## config.mk

```make
export PLATFORM = sky130hd
export DESIGN_NAME = flash_read_seq
export DESIGN_NICKNAME = d
export VERILOG_FILES = /design/src/pkg/flash_read_pkg.sv /design/src/logic/flash_read_seq.sv
export SDC_FILE = /design/constraint.sdc
export NUM_CORES = 1
export LEC_CHECK = 0
export ABC_CLOCK_PERIOD_IN_PS = 2790
export BUFFER_PORTS_ARGS = -buffer_cell sky130_fd_sc_hd__buf_4
export CORE_ASPECT_RATIO = 1.1
export CORE_MARGIN = 8
export CORE_UTILIZATION = 54
export DETAILED_ROUTE_END_ITERATION = 10
export HOLD_SLACK_MARGIN = 0.1
export MAX_ROUTING_LAYER = met4
export PLACE_DENSITY = 0.77
export SETUP_SLACK_MARGIN = 0.15
export SYNTH_ARGS = -nofsm -noshare
export SYNTH_HDL_FRONTEND = slang
export SYNTH_SLANG_ARGS = --single-unit
```

## constraint.sdc

```tcl
create_clock -name clock_i -period 2.79 [get_ports clock_i]
set_clock_uncertainty 0.15 [all_clocks]
set_input_delay 0.4185 -clock clock_i [delete_from_list [all_inputs] [get_ports clock_i]]
set_output_delay 0.4185 -clock clock_i [all_outputs]
set_load 0.05 [all_outputs]
```

## src/pkg/flash_read_pkg.sv

```systemverilog
// constants, opcodes and pin bundles for the serial flash read sequencer
// assumes a single system clock that oversamples the serial clock pin
// ----------------------------------------------------------------------------
// How it works
// - enter command sets wide flag, 32-bit addresses
// - start narrow; leave wide on exit/reset only
// - exit command clears wide flag, 24-bit addresses
// - wide mode changes only the address length
// - table, signature, id reads keep 24 bits
// - sample on rising edge, drive on falling
// - address increments per byte, wraps to zero
// - plain read: no dummies, stream until deselect
// - fast read 0Bh: eight dummies, one line
// - busy write cycle: faster reads are ignored
// - dual output: eight dummies, out lines 1,0
// - dual io: address on two lines, 4 or 8 dummies
// - quad output: eight dummies, out lines 3..0
// - dummy field picks dual io 4 or 8
// - write-in-progress reads 1 while cycle runs
// ----------------------------------------------------------------------------
package flash_read_pkg;

    // ------------------------------------------------------------------------
    // instruction codes
    // ------------------------------------------------------------------------
    localparam logic [7:0] OP_READ        = 8'h03;
    localparam logic [7:0] OP_FAST_READ   = 8'h0B;
    localparam logic [7:0] OP_DUAL_OUT    = 8'h3B;
    localparam logic [7:0] OP_DUAL_IO     = 8'hBB;
    localparam logic [7:0] OP_QUAD_OUT    = 8'h6B;
    localparam logic [7:0] OP_ENTER_WIDE  = 8'hB7;
    localparam logic [7:0] OP_EXIT_WIDE   = 8'hE9;
    localparam logic [7:0] OP_PARAM_TABLE = 8'h5A;
    localparam logic [7:0] OP_SIGNATURE   = 8'hAB;
    localparam logic [7:0] OP_MAKER_ID    = 8'h90;

    // ------------------------------------------------------------------------
    // counts and reset values
    // ------------------------------------------------------------------------
    localparam logic [5:0] NARROW_ADDR_BITS = 6'h18;
    localparam logic [5:0] WIDE_ADDR_BITS   = 6'h20;
    localparam logic [5:0] OPCODE_LAST_BIT  = 6'h07;
    localparam logic [3:0] DUMMY_LONG       = 4'h8;
    localparam logic [3:0] DUMMY_SHORT      = 4'h4;
    localparam logic [3:0] BYTE_BITS        = 4'h8;
    localparam int         EXT_ADDR_POS     = 24;
    localparam int         DUMMY_SEL_POS    = 0;
    localparam logic       WIDE_RESET       = 1'b0;

    // ------------------------------------------------------------------------
    // pin bundles
    // ------------------------------------------------------------------------
    typedef struct packed {
        logic       cs_n;
        logic       sclk;
        logic [3:0] dio;
    } pins_in_s;

    typedef struct packed {
        logic [3:0] dio;
        logic [3:0] oe;
    } pins_out_s;

endpackage

```

## src/logic/flash_read_seq.sv

```systemverilog
// serial flash command sequencer: address width switch and read commands
// assumes pins arrive asynchronously; memory array read is combinational
`timescale 1ns/1ps
`default_nettype none

module flash_read_seq #(
    parameter int ADDR_W = 25
) (
    input  wire logic                     clock_i,      // system clock
    input  wire logic                     nrst_i,       // sync reset, low
    input  wire flash_read_pkg::pins_in_s pins_i,       // select, clock, data in
    output var  flash_read_pkg::pins_out_s pins_o,      // data out and enables
    input  wire logic                     wip_i,        // write cycle running
    input  wire logic                     quad_en_i,    // quad enable bit
    input  wire logic                     ext_addr_i,   // extended address bit
    input  wire logic [1:0]               dummy_sel_i,  // dummy count field
    output logic                          wide_addr_o,  // wide address flag
    output logic                          wip_o,        // write-in-progress bit
    output logic [ADDR_W-1:0]             mem_addr_o,   // array byte address
    input  wire logic [7:0]               mem_data_i    // array byte
);
    import flash_read_pkg::*;

    if (ADDR_W < 24 || ADDR_W > 32)
    begin : g_addr_w_check
        $error("ADDR_W must lie between 24 and 32");
    end

    typedef enum logic [2:0] {ST_CMD, ST_ADDR, ST_DUMMY, ST_DATA, ST_IGNORE} state_e;

    // ------------------------------------------------------------------------
    // decode helpers
    // ------------------------------------------------------------------------
    function automatic logic short_addr_op(input logic [7:0] op);
        short_addr_op = (op == OP_PARAM_TABLE || op == OP_SIGNATURE || op == OP_MAKER_ID);
    endfunction

    function automatic logic [5:0] addr_len(input logic [7:0] op, input logic wide);
        if (short_addr_op(op))
            addr_len = NARROW_ADDR_BITS;
        else
            addr_len = wide ? WIDE_ADDR_BITS : NARROW_ADDR_BITS;
    endfunction

    function automatic logic [3:0] dummy_len(input logic [7:0] op, input logic [1:0] sel);
        if (op == OP_READ)
            dummy_len = 4'h0;
        else if (op == OP_DUAL_IO)
            dummy_len = sel[DUMMY_SEL_POS] ? DUMMY_LONG : DUMMY_SHORT;
        else
            dummy_len = DUMMY_LONG;
    endfunction

    function automatic logic [ADDR_W-1:0] addr_map(input logic [31:0] raw,
                                                   input logic wide, input logic ext);
        logic [31:0] tmp;
        tmp = raw;
        if (!wide)
        begin
            tmp = {8'h00, raw[23:0]};
            tmp[EXT_ADDR_POS] = ext;
        end
        addr_map = tmp[ADDR_W-1:0];
    endfunction

    // ------------------------------------------------------------------------
    // pin synchronisers and edge detect
    // ------------------------------------------------------------------------
    pins_in_s sync1_q;
    pins_in_s sync2_q;
    logic     sclk_prev_q;
    logic     rise;
    logic     fall;
    logic     cs_hi;

    always_ff @(posedge clock_i)
    begin
        if (!nrst_i)
        begin
            sync1_q     <= '{cs_n: 1'b1, sclk: 1'b0, dio: 4'h0};
            sync2_q     <= '{cs_n: 1'b1, sclk: 1'b0, dio: 4'h0};
            sclk_prev_q <= 1'b0;
        end
        else
        begin
            sync1_q     <= pins_i;
            sync2_q     <= sync1_q;
            sclk_prev_q <= sync2_q.sclk;
        end
    end

    assign cs_hi = sync2_q.cs_n;
    assign rise  = !cs_hi && sync2_q.sclk && !sclk_prev_q;
    assign fall  = !cs_hi && !sync2_q.sclk && sclk_prev_q;

    // ------------------------------------------------------------------------
    // command sequencer
    // ------------------------------------------------------------------------
    state_e            state_q, state_d;
    logic [7:0]        op_q, op_d;
    logic [31:0]       sh_q, sh_d;
    logic [5:0]        cnt_q, cnt_d;
    logic [5:0]        alen_q, alen_d;
    logic [3:0]        dlen_q, dlen_d;
    logic              ain2_q, ain2_d;
    logic [2:0]        olanes_q, olanes_d;
    logic              wide_q, wide_d;
    logic [ADDR_W-1:0] addr_q, addr_d;
    logic [7:0]        osh_q, osh_d;
    logic [3:0]        obits_q, obits_d;
    logic [3:0]        dout_q, dout_d;
    logic [3:0]        doe_q, doe_d;
    logic [7:0]        cmd_byte;
    logic [1:0]        ain;
    logic [5:0]        ain_w;
    logic [31:0]       sh_next;

    assign cmd_byte = {sh_q[6:0], sync2_q.dio[0]};
    assign ain      = ain2_q ? sync2_q.dio[1:0] : {1'b0, sync2_q.dio[0]};
    assign ain_w    = ain2_q ? 6'h02 : 6'h01;
    assign sh_next  = ain2_q ? {sh_q[29:0], ain} : {sh_q[30:0], ain[0]};

    always_comb
    begin
        state_d  = state_q;
        op_d     = op_q;
        sh_d     = sh_q;
        cnt_d    = cnt_q;
        alen_d   = alen_q;
        dlen_d   = dlen_q;
        ain2_d   = ain2_q;
        olanes_d = olanes_q;
        wide_d   = wide_q;
        addr_d   = addr_q;
        osh_d    = osh_q;
        obits_d  = obits_q;
        dout_d   = dout_q;
        doe_d    = doe_q;
        if (cs_hi)
        begin
            state_d = ST_CMD;
            cnt_d   = 6'h00;
            doe_d   = 4'h0;
            obits_d = 4'h0;
        end
        else if (rise)
        begin
            case (state_q)
                ST_CMD:
                begin
                    sh_d  = {sh_q[30:0], sync2_q.dio[0]};
                    cnt_d = cnt_q + 6'h01;
                    if (cnt_q == OPCODE_LAST_BIT)
                    begin
                        op_d     = cmd_byte;
                        cnt_d    = 6'h00;
                        alen_d   = addr_len(cmd_byte, wide_q);
                        dlen_d   = dummy_len(cmd_byte, dummy_sel_i);
                        ain2_d   = (cmd_byte == OP_DUAL_IO);
                        olanes_d = 3'h1;
                        state_d  = ST_IGNORE;
                        if (cmd_byte == OP_ENTER_WIDE)
                            wide_d = 1'b1;
                        else if (cmd_byte == OP_EXIT_WIDE)
                            wide_d = 1'b0;
                        else if (cmd_byte == OP_READ)
                            state_d = ST_ADDR;
                        else if (short_addr_op(cmd_byte))
                            state_d = ST_ADDR;
                        else if (cmd_byte == OP_FAST_READ || cmd_byte == OP_DUAL_OUT
                                 || cmd_byte == OP_DUAL_IO
                                 || (cmd_byte == OP_QUAD_OUT && quad_en_i))
                        begin
                            if (!wip_i)
                                state_d = ST_ADDR;
                            if (cmd_byte == OP_DUAL_OUT || cmd_byte == OP_DUAL_IO)
                                olanes_d = 3'h2;
                            if (cmd_byte == OP_QUAD_OUT)
                                olanes_d = 3'h4;
                        end
                    end
                end
                ST_ADDR:
                begin
                    sh_d  = sh_next;
                    cnt_d = cnt_q + ain_w;
                    if (cnt_q + ain_w == alen_q)
                    begin
                        addr_d  = addr_map(sh_next, alen_q == WIDE_ADDR_BITS, ext_addr_i);
                        cnt_d   = 6'h00;
                        if (short_addr_op(op_q))
                            state_d = ST_IGNORE;
                        else
                            state_d = (dlen_q == 4'h0) ? ST_DATA : ST_DUMMY;
                    end
                end
                ST_DUMMY:
                begin
                    cnt_d = cnt_q + 6'h01;
                    if (cnt_q[3:0] + 4'h1 == dlen_q)
                        state_d = ST_DATA;
                end
                default: ;
            endcase
        end
        else if (fall && state_q == ST_DATA)
        begin
            if (obits_q == 4'h0)
            begin
                osh_d   = mem_data_i;
                addr_d  = addr_q + {{(ADDR_W-1){1'b0}}, 1'b1};
                obits_d = BYTE_BITS;
            end
            else
                osh_d = osh_q;
            case (olanes_q)
                3'h4:
                begin
                    dout_d  = osh_d[7:4];
                    doe_d   = 4'hF;
                    osh_d   = {osh_d[3:0], 4'h0};
                    obits_d = obits_d - 4'h4;
                end
                3'h2:
                begin
                    dout_d  = {2'b00, osh_d[7:6]};
                    doe_d   = 4'h3;
                    osh_d   = {osh_d[5:0], 2'b00};
                    obits_d = obits_d - 4'h2;
                end
                default:
                begin
                    dout_d  = {2'b00, osh_d[7], 1'b0};
                    doe_d   = 4'h2;
                    osh_d   = {osh_d[6:0], 1'b0};
                    obits_d = obits_d - 4'h1;
                end
            endcase
        end
    end

    always_ff @(posedge clock_i)
    begin
        if (!nrst_i)
        begin
            state_q  <= ST_CMD;
            op_q     <= 8'h00;
            sh_q     <= 32'h0;
            cnt_q    <= 6'h00;
            alen_q   <= NARROW_ADDR_BITS;
            dlen_q   <= 4'h0;
            ain2_q   <= 1'b0;
            olanes_q <= 3'h1;
            wide_q   <= WIDE_RESET;
            addr_q   <= '0;
            osh_q    <= 8'h00;
            obits_q  <= 4'h0;
            dout_q   <= 4'h0;
            doe_q    <= 4'h0;
        end
        else
        begin
            state_q  <= state_d;
            op_q     <= op_d;
            sh_q     <= sh_d;
            cnt_q    <= cnt_d;
            alen_q   <= alen_d;
            dlen_q   <= dlen_d;
            ain2_q   <= ain2_d;
            olanes_q <= olanes_d;
            wide_q   <= wide_d;
            addr_q   <= addr_d;
            osh_q    <= osh_d;
            obits_q  <= obits_d;
            dout_q   <= dout_d;
            doe_q    <= doe_d;
        end
    end

    assign pins_o      = '{dio: dout_q, oe: doe_q};
    assign wide_addr_o = wide_q;
    assign wip_o       = wip_i;
    assign mem_addr_o  = addr_q;

    // ------------------------------------------------------------------------
    // checks
    // ------------------------------------------------------------------------
    a_wide_enter: assert property (@(posedge clock_i) disable iff (!nrst_i)
        (rise && state_q == ST_CMD && cnt_q == OPCODE_LAST_BIT && cmd_byte == OP_ENTER_WIDE)
        |=> wide_addr_o ##1 (alen_q == WIDE_ADDR_BITS || state_q != ST_ADDR))
        else $error("enter command did not set the wide flag");

    a_wide_exit: assert property (@(posedge clock_i) disable iff (!nrst_i)
        (rise && state_q == ST_CMD && cnt_q == OPCODE_LAST_BIT && cmd_byte == OP_EXIT_WIDE)
        |=> !wide_addr_o)
        else $error("exit command did not clear the wide flag");

    a_wide_hold: assert property (@(posedge clock_i)
        $rose(nrst_i) |-> !wide_addr_o ##1 (!$fell(wide_q) || $past(cmd_byte) == OP_EXIT_WIDE))
        else $error("wide flag not narrow after reset");

    a_short_addr: assert property (@(posedge clock_i) disable iff (!nrst_i)
        (state_q == ST_ADDR
         && (op_q == OP_PARAM_TABLE || op_q == OP_SIGNATURE || op_q == OP_MAKER_ID))
        |-> alen_q == NARROW_ADDR_BITS)
        else $error("identification read took a wide address");

    a_busy_ignore: assert property (@(posedge clock_i) disable iff (!nrst_i)
        (rise && state_q == ST_CMD && cnt_q == OPCODE_LAST_BIT && wip_i
         && cmd_byte == OP_FAST_READ) |=> state_q == ST_IGNORE [*2])
        else $error("fast read accepted during a write cycle");

    a_plain_direct: assert property (@(posedge clock_i) disable iff (!nrst_i)
        (state_q == ST_ADDR && op_q == OP_READ) |=> state_q != ST_DUMMY)
        else $error("plain read given dummy cycles");

    a_dualio_dummy: assert property (@(posedge clock_i) disable iff (!nrst_i)
        (state_q == ST_DUMMY && op_q == OP_DUAL_IO)
        |-> dlen_q == (dummy_sel_i[0] ? DUMMY_LONG : DUMMY_SHORT) || $changed(dummy_sel_i))
        else $error("dual io dummy count wrong");

    a_hiz_early: assert property (@(posedge clock_i) disable iff (!nrst_i)
        (state_q != ST_DATA) |-> doe_q == 4'h0)
        else $error("data lines driven before data phase");

    a_cs_abort: assert property (@(posedge clock_i) disable iff (!nrst_i)
        cs_hi |=> state_q == ST_CMD && cnt_q == 6'h00 && doe_q == 4'h0)
        else $error("deselect did not abort the command");

    a_addr_step: assert property (@(posedge clock_i) disable iff (!nrst_i)
        (fall && state_q == ST_DATA && obits_q == 4'h0)
        |=> addr_q == $past(addr_q) + {{(ADDR_W-1){1'b0}}, 1'b1})
        else $error("address did not step after a byte");

endmodule // flash_read_seq

`default_nettype wire

```

== Word level (Yosys, flattened, before mapping) ==
Index checks and enable logic that the tools add are counted.
Word-level totals
  input port bits: 21
  latch bits: 0
  logic and storage cells: 140
  RAM bits: 0
  output and inout bits: 35
  memories kept: 0
  memory bits (read-only): 0
  register bits: 110
Operators by class
  equal/unequal tests: 27
  $mul: 0
  bitwise gates (word level): 3
  shift operators: 0
  reductions and logical operators: 34
  $add $sub $neg: 7
  mux-type cells: 48
  magnitude comparators: 0
  divide/modulo/power cells: 0
Operators by type and width (number)
  two-way mux 25 bit: 7
  equality test 8 bit (second input constant): 7
  two-way mux 3 bit: 16
  one-hot mux 24 bit (2 select lines): 1
  two-way mux 4 bit: 7
  adder 25 x 1 -> 25 bit (second input constant): 1
  equality test 8 x 7 -> 1 bit (second input constant): 3
  two-way mux 6 bit: 4
  one-hot mux 4 bit (2 select lines): 3
  one-hot mux 6 bit (3 select lines): 1
  one-hot mux 8 bit (2 select lines): 1
  AND reduction 5 bit: 3
  equality test 3 x 2 -> 1 bit (second input constant): 3
  one-hot mux 3 bit (3 select lines): 1
  equality test 8 x 2 -> 1 bit (second input constant): 1
  equality test 8 x 4 -> 1 bit (second input constant): 1
  equality test 8 x 6 -> 1 bit (second input constant): 1
  logical NOT 4 bit: 2
  logical OR 1 bit: 8
  two-way mux 8 bit: 1
  nonzero test 2 bit: 4
  adder 6 x 1 -> 6 bit (second input constant): 1
  adder 6 x 2 -> 6 bit: 1
  equality test 6 x 3 -> 1 bit (second input constant): 1
  other kinds (22): 40

== Depth between registers and ports, before layout ==
  word-level depth: 11
  mapped depth: 12
  gate-level depth less buffers: 9

== Least setup slack after synthesis ==
OpenSTA, ideal clock, no wires.
  kind: flip-flop to flip-flop
  start: register ain2_q
  end: register addr_q[23] (netlist: mem_addr_o[23])
  clock period less this slack: 2966 ps
  cell stages (with the launch flop): 12
  data arrival time: 2684 ps
  data required time: 2508 ps
  slack: -176 ps
  cell sequence: dfxtp_1 -> clkbuf_1 -> inv_1 -> ha_1 -> fa_1 -> xnor2_1 -> nand3_1 -> o211ai_1 -> a41oi_4 -> buf_6 -> o211ai_1 -> o31ai_1
On the way
  cells in the longest elaborated chain, start to end: 5
RTL lines
  start, declared: RTL line flash_read_seq.sv:105  | logic ain2_q, ain2_d;
  start signal, assigned: RTL line flash_read_seq.sv:269  | ain2_q <= ain2_d;
  two-way mux 2 bit / two-way mux 25 bit (equally long branches): RTL line flash_read_seq.sv:120, flash_read_seq.sv:121
  adder 6 x 2 -> 6 bit / two-way mux 25 bit (equally long branches): RTL line flash_read_seq.sv:187, flash_read_seq.sv:58
  equality test 6 bit / two-way mux 25 bit (equally long branches): RTL line flash_read_seq.sv:187  | if (cnt_q + ain_w == alen_q)
  inequality test 2 x 1 -> 1 bit (no source line) / two-way mux 25 bit (equally long branches)
  AND reduction 5 bit (no source line) / two-way mux 25 bit (equally long branches)
  end signal, assigned: RTL line flash_read_seq.sv:272  | addr_q <= addr_d;
  end, declared: RTL line flash_read_seq.sv:108  | logic [ADDR_W-1:0] addr_q, addr_d;
Several ways; a longest one is shown, not always the timed one. The select of a mux whose other input is x is not followed.
A chain may end at the register's enable or synchronous reset.

== Worst setup path in the final report ==
  start: register ain2_q
  end: register addr_q[12] (netlist: mem_addr_o[12])
Same word-level chain as after synthesis.

==> metrics.txt <==
Clock Path Buffers 2; Final nets 805; gr usage total 0.2344; CP Capture Point mem_addr_o[12]; hpwl dp 11.09 mm; worst r2r src ain2_q; CP Class reg2reg; Final Max Slew Viols 0; Yosys cell types 69; crit share post-route 0.9350; Seq/Total Area, Yosys 0.3553; drt initial violations 477; Root Driver clkbuf_16; Seq cells post-synth 102; f_max 383.4 MHz; Die ar. 14200 µm²; minimum clock period 2.609 ns; Sequential cell area 2046 µm²; fraction of layout cells with a size suffix above 1 0.1716; fillers 915; largest net degree at the start of global routing 62; number of routed nets with antenna violations 0; Port Buffers 52; commonest non-fill, non-tap cell in the layout dfxtp_1; DR WL/cell 17.33 µm; post-synthesis mux area share 0.05508; CTS H-tree lvls 3; vias in the first global route 5349; synthesized area 5747 µm²; Initial Util 0.5529; worst-path maximum fanout 26; Area Growth Syn to Fin 17.22%; Hold Crit Class in2reg; worst setup path startpoint ain2_q; DRT Pass-1 Iters 5; Antenna Cells 0; worst skew pair latency 0.35 ns; Detailed Route WL 16.01 mm; # IOs 56; multi-input logic area 3461 µm²; die height 124.2 µm; EDFF count, synth 0; area fraction in compound gates after synthesis 0.2654; Vias 5775; CP startpoint kind flop; CP required 2.90 ns; initial antenna violation count 0; CTS tree built; CP Capture Type flop; most frequent cells in the layout dfxtp_1, nand2_1, buf_4, nor2_1, a21oi_1; Area contributors post-synth dfxtp_1, a21oi_1, nand2_1; Max-slew headroom 0.5305; Top FF cell, synth dfxtp_1; worst IR drop on VDD 0.0003594 V; post-route setup TNS 0 ns; WP data arrival 2.72 ns; Core ar. 10390 µm²; Synth Area in XOR/XNOR 0.01219; Worst-path clk slew 0.07 ns; Crit Reg-Reg Endpoint mem_addr_o[12]; Synth area leader dfxtp_1; Overflow after GRT 0; Inserted Clock Buffers 9; Pwr per Cell Area 430.8 nW/µm²; max-cap violation count 0; DRC errors left 0; post-synth net total 765; area share of and/or/nand/nor cells after synthesis 0.2388; worst-margin pin slew 0.7042 ns; R2R setup slack 0.18 ns; RSZ-0062 raised after global routing yes; first-pass GRT wire length 26.21 mm; syn_area_per_cell 7.808 µm²; Setup violations, final 0; largest family of logic cells by synthesized area compound AO/OA/AOI/OAI gates; adder-cell area share of the yosys netlist 0.01872; Post-Syn Instances 736; status completed; dpl cells 903; Yosys warning count 0; FF-to-FF path depth 11; DR vias/cell 6.250; gp weighted congestion 0.8837; Non-Filler Instances 924; Fin. Hold Viols 0; post-synth top area share 0.3553; Die Width 114.4 µm; Leakage 0.002319 µW; design area 6736 µm²; Clock Sinks 102; Worst Min Path Start pins_i[1]; async set-reset flop share out of synthesis 0; Rows 39; placed instance area 6352 µm²
## worst max-delay path, cell delays in order, from the launching register on
cell and delay, ns:
dfxtp_4 0.37, inv_2 0.05, ha_4 0.16, fa_2 0.37, and3b_1 0.19, o211ai_1 0.16, o211ai_1 0.15, buf_4 0.19
a41oi_4 0.22, buf_12 0.20, a21oi_1 0.06, o32ai_1 0.23
## how the worst min path moves through the flow
stage,endpoint,cells past startpoint
global placement,cs_hi,1
CTS,sync1_q[0],2
finish,sync1_q[1],2
global route,sync1_q[1],2
detailed placement,cs_hi,1
floorplan,cs_hi,1
## layer usage
layer	vias to the layer above	wire length (µm)	share of wire	track usage
met4	0	517	0.032	0.1066
li1	2793	-	-	-
met2	176	7931	0.50	0.3862
met3	37	775	0.048	0.04074
met1	2769	6789	0.42	0.2758
met5	-	0	0	-
## flip-flops by register name, indices dropped and copies added (netlist names)
register     cells
mem_addr_o      25
sh_q            24
op_q             8
osh_q            7
cnt_q            6
dout_q           4
obits_q          4
sync1_q          4
doe_q            3
olanes_q         3
state_q          3
alen_q           2
dlen_q           2
sync2_q          2
ain2_q           1
cmd_byte         1
cs_hi            1
sclk_prev_q      1
wide_addr_o      1
## logic make-up after synthesis
group	Yosys count
AOI/OAI and AO/OA	225
xor gates and xnor gates	8
adders and majority gates	8
buffers and inverters	74
DFF	102
muxes	31
and+or+nand+nor	288
## Yosys cell counts (4+ instances only)
library cell and count:
nor3_1 15, nor2_1 75, inv_1 15, nand3_1 33, nand4_1 8, o21ai_0 32
ha_1 7, and2_1 11, mux2i_1 26, o31ai_1 5, o22ai_1 12, mux2_2 5
nor4_1 8, o221ai_1 25, buf_1 6, clkbuf_1 45, a21oi_1 77, o211ai_1 13
a31oi_1 11, and3_1 7, nand2_1 94, a22oi_1 5, nand2b_1 5, a211oi_1 4
xnor2_1 5, dfxtp_1 102, nor2b_1 5, o311ai_0 6
## what timing repair did
item	in CTS	in global routing
setup endpoints to repair	14	24
gates resized for setup	1	5
endpoints found under the hold margin	1	0
hold buffers	1	0
pin swaps	4	1
setup buffers	4	0
## per-stage QoR
step | util | worst slack [ns] | hold WS [ns] | power (µW)
finish | 0.6481 | 0.1814 | 0.1225 | 2902
global route | 0.6481 | 0.1014 | 0.1250 | 2985
CTS | 0.6451 | 0.2146 | 0.1172 | 2920
detailed placement | 0.6112 | 0.08910 | 0.2504 | 1620
global placement | 0.6112 | 0.1533 | 0.2512 | 1618
floorplan | - | 0.1603 | 0.2363 | 1576
## cell type report
cell class / count / share of cell area
clock buffer: 11 / 0.03752
sequential: 102 / 0.3037
tap: 143 / 0.02656
inverter: 16 / 0.008915
timing repair buffer: 87 / 0.1010
multi-input combinational: 560 / 0.5137
clock inverter: 5 / 0.008544
## report_power, final
part           leakage, µW  switching (µW)  internal, µW
Sequential        0.000824            11.8          1460
Clock             0.000155             571           745
Combinational      0.00134            71.5          38.8
No activity file was read; power rests on OpenSTA's default activity.
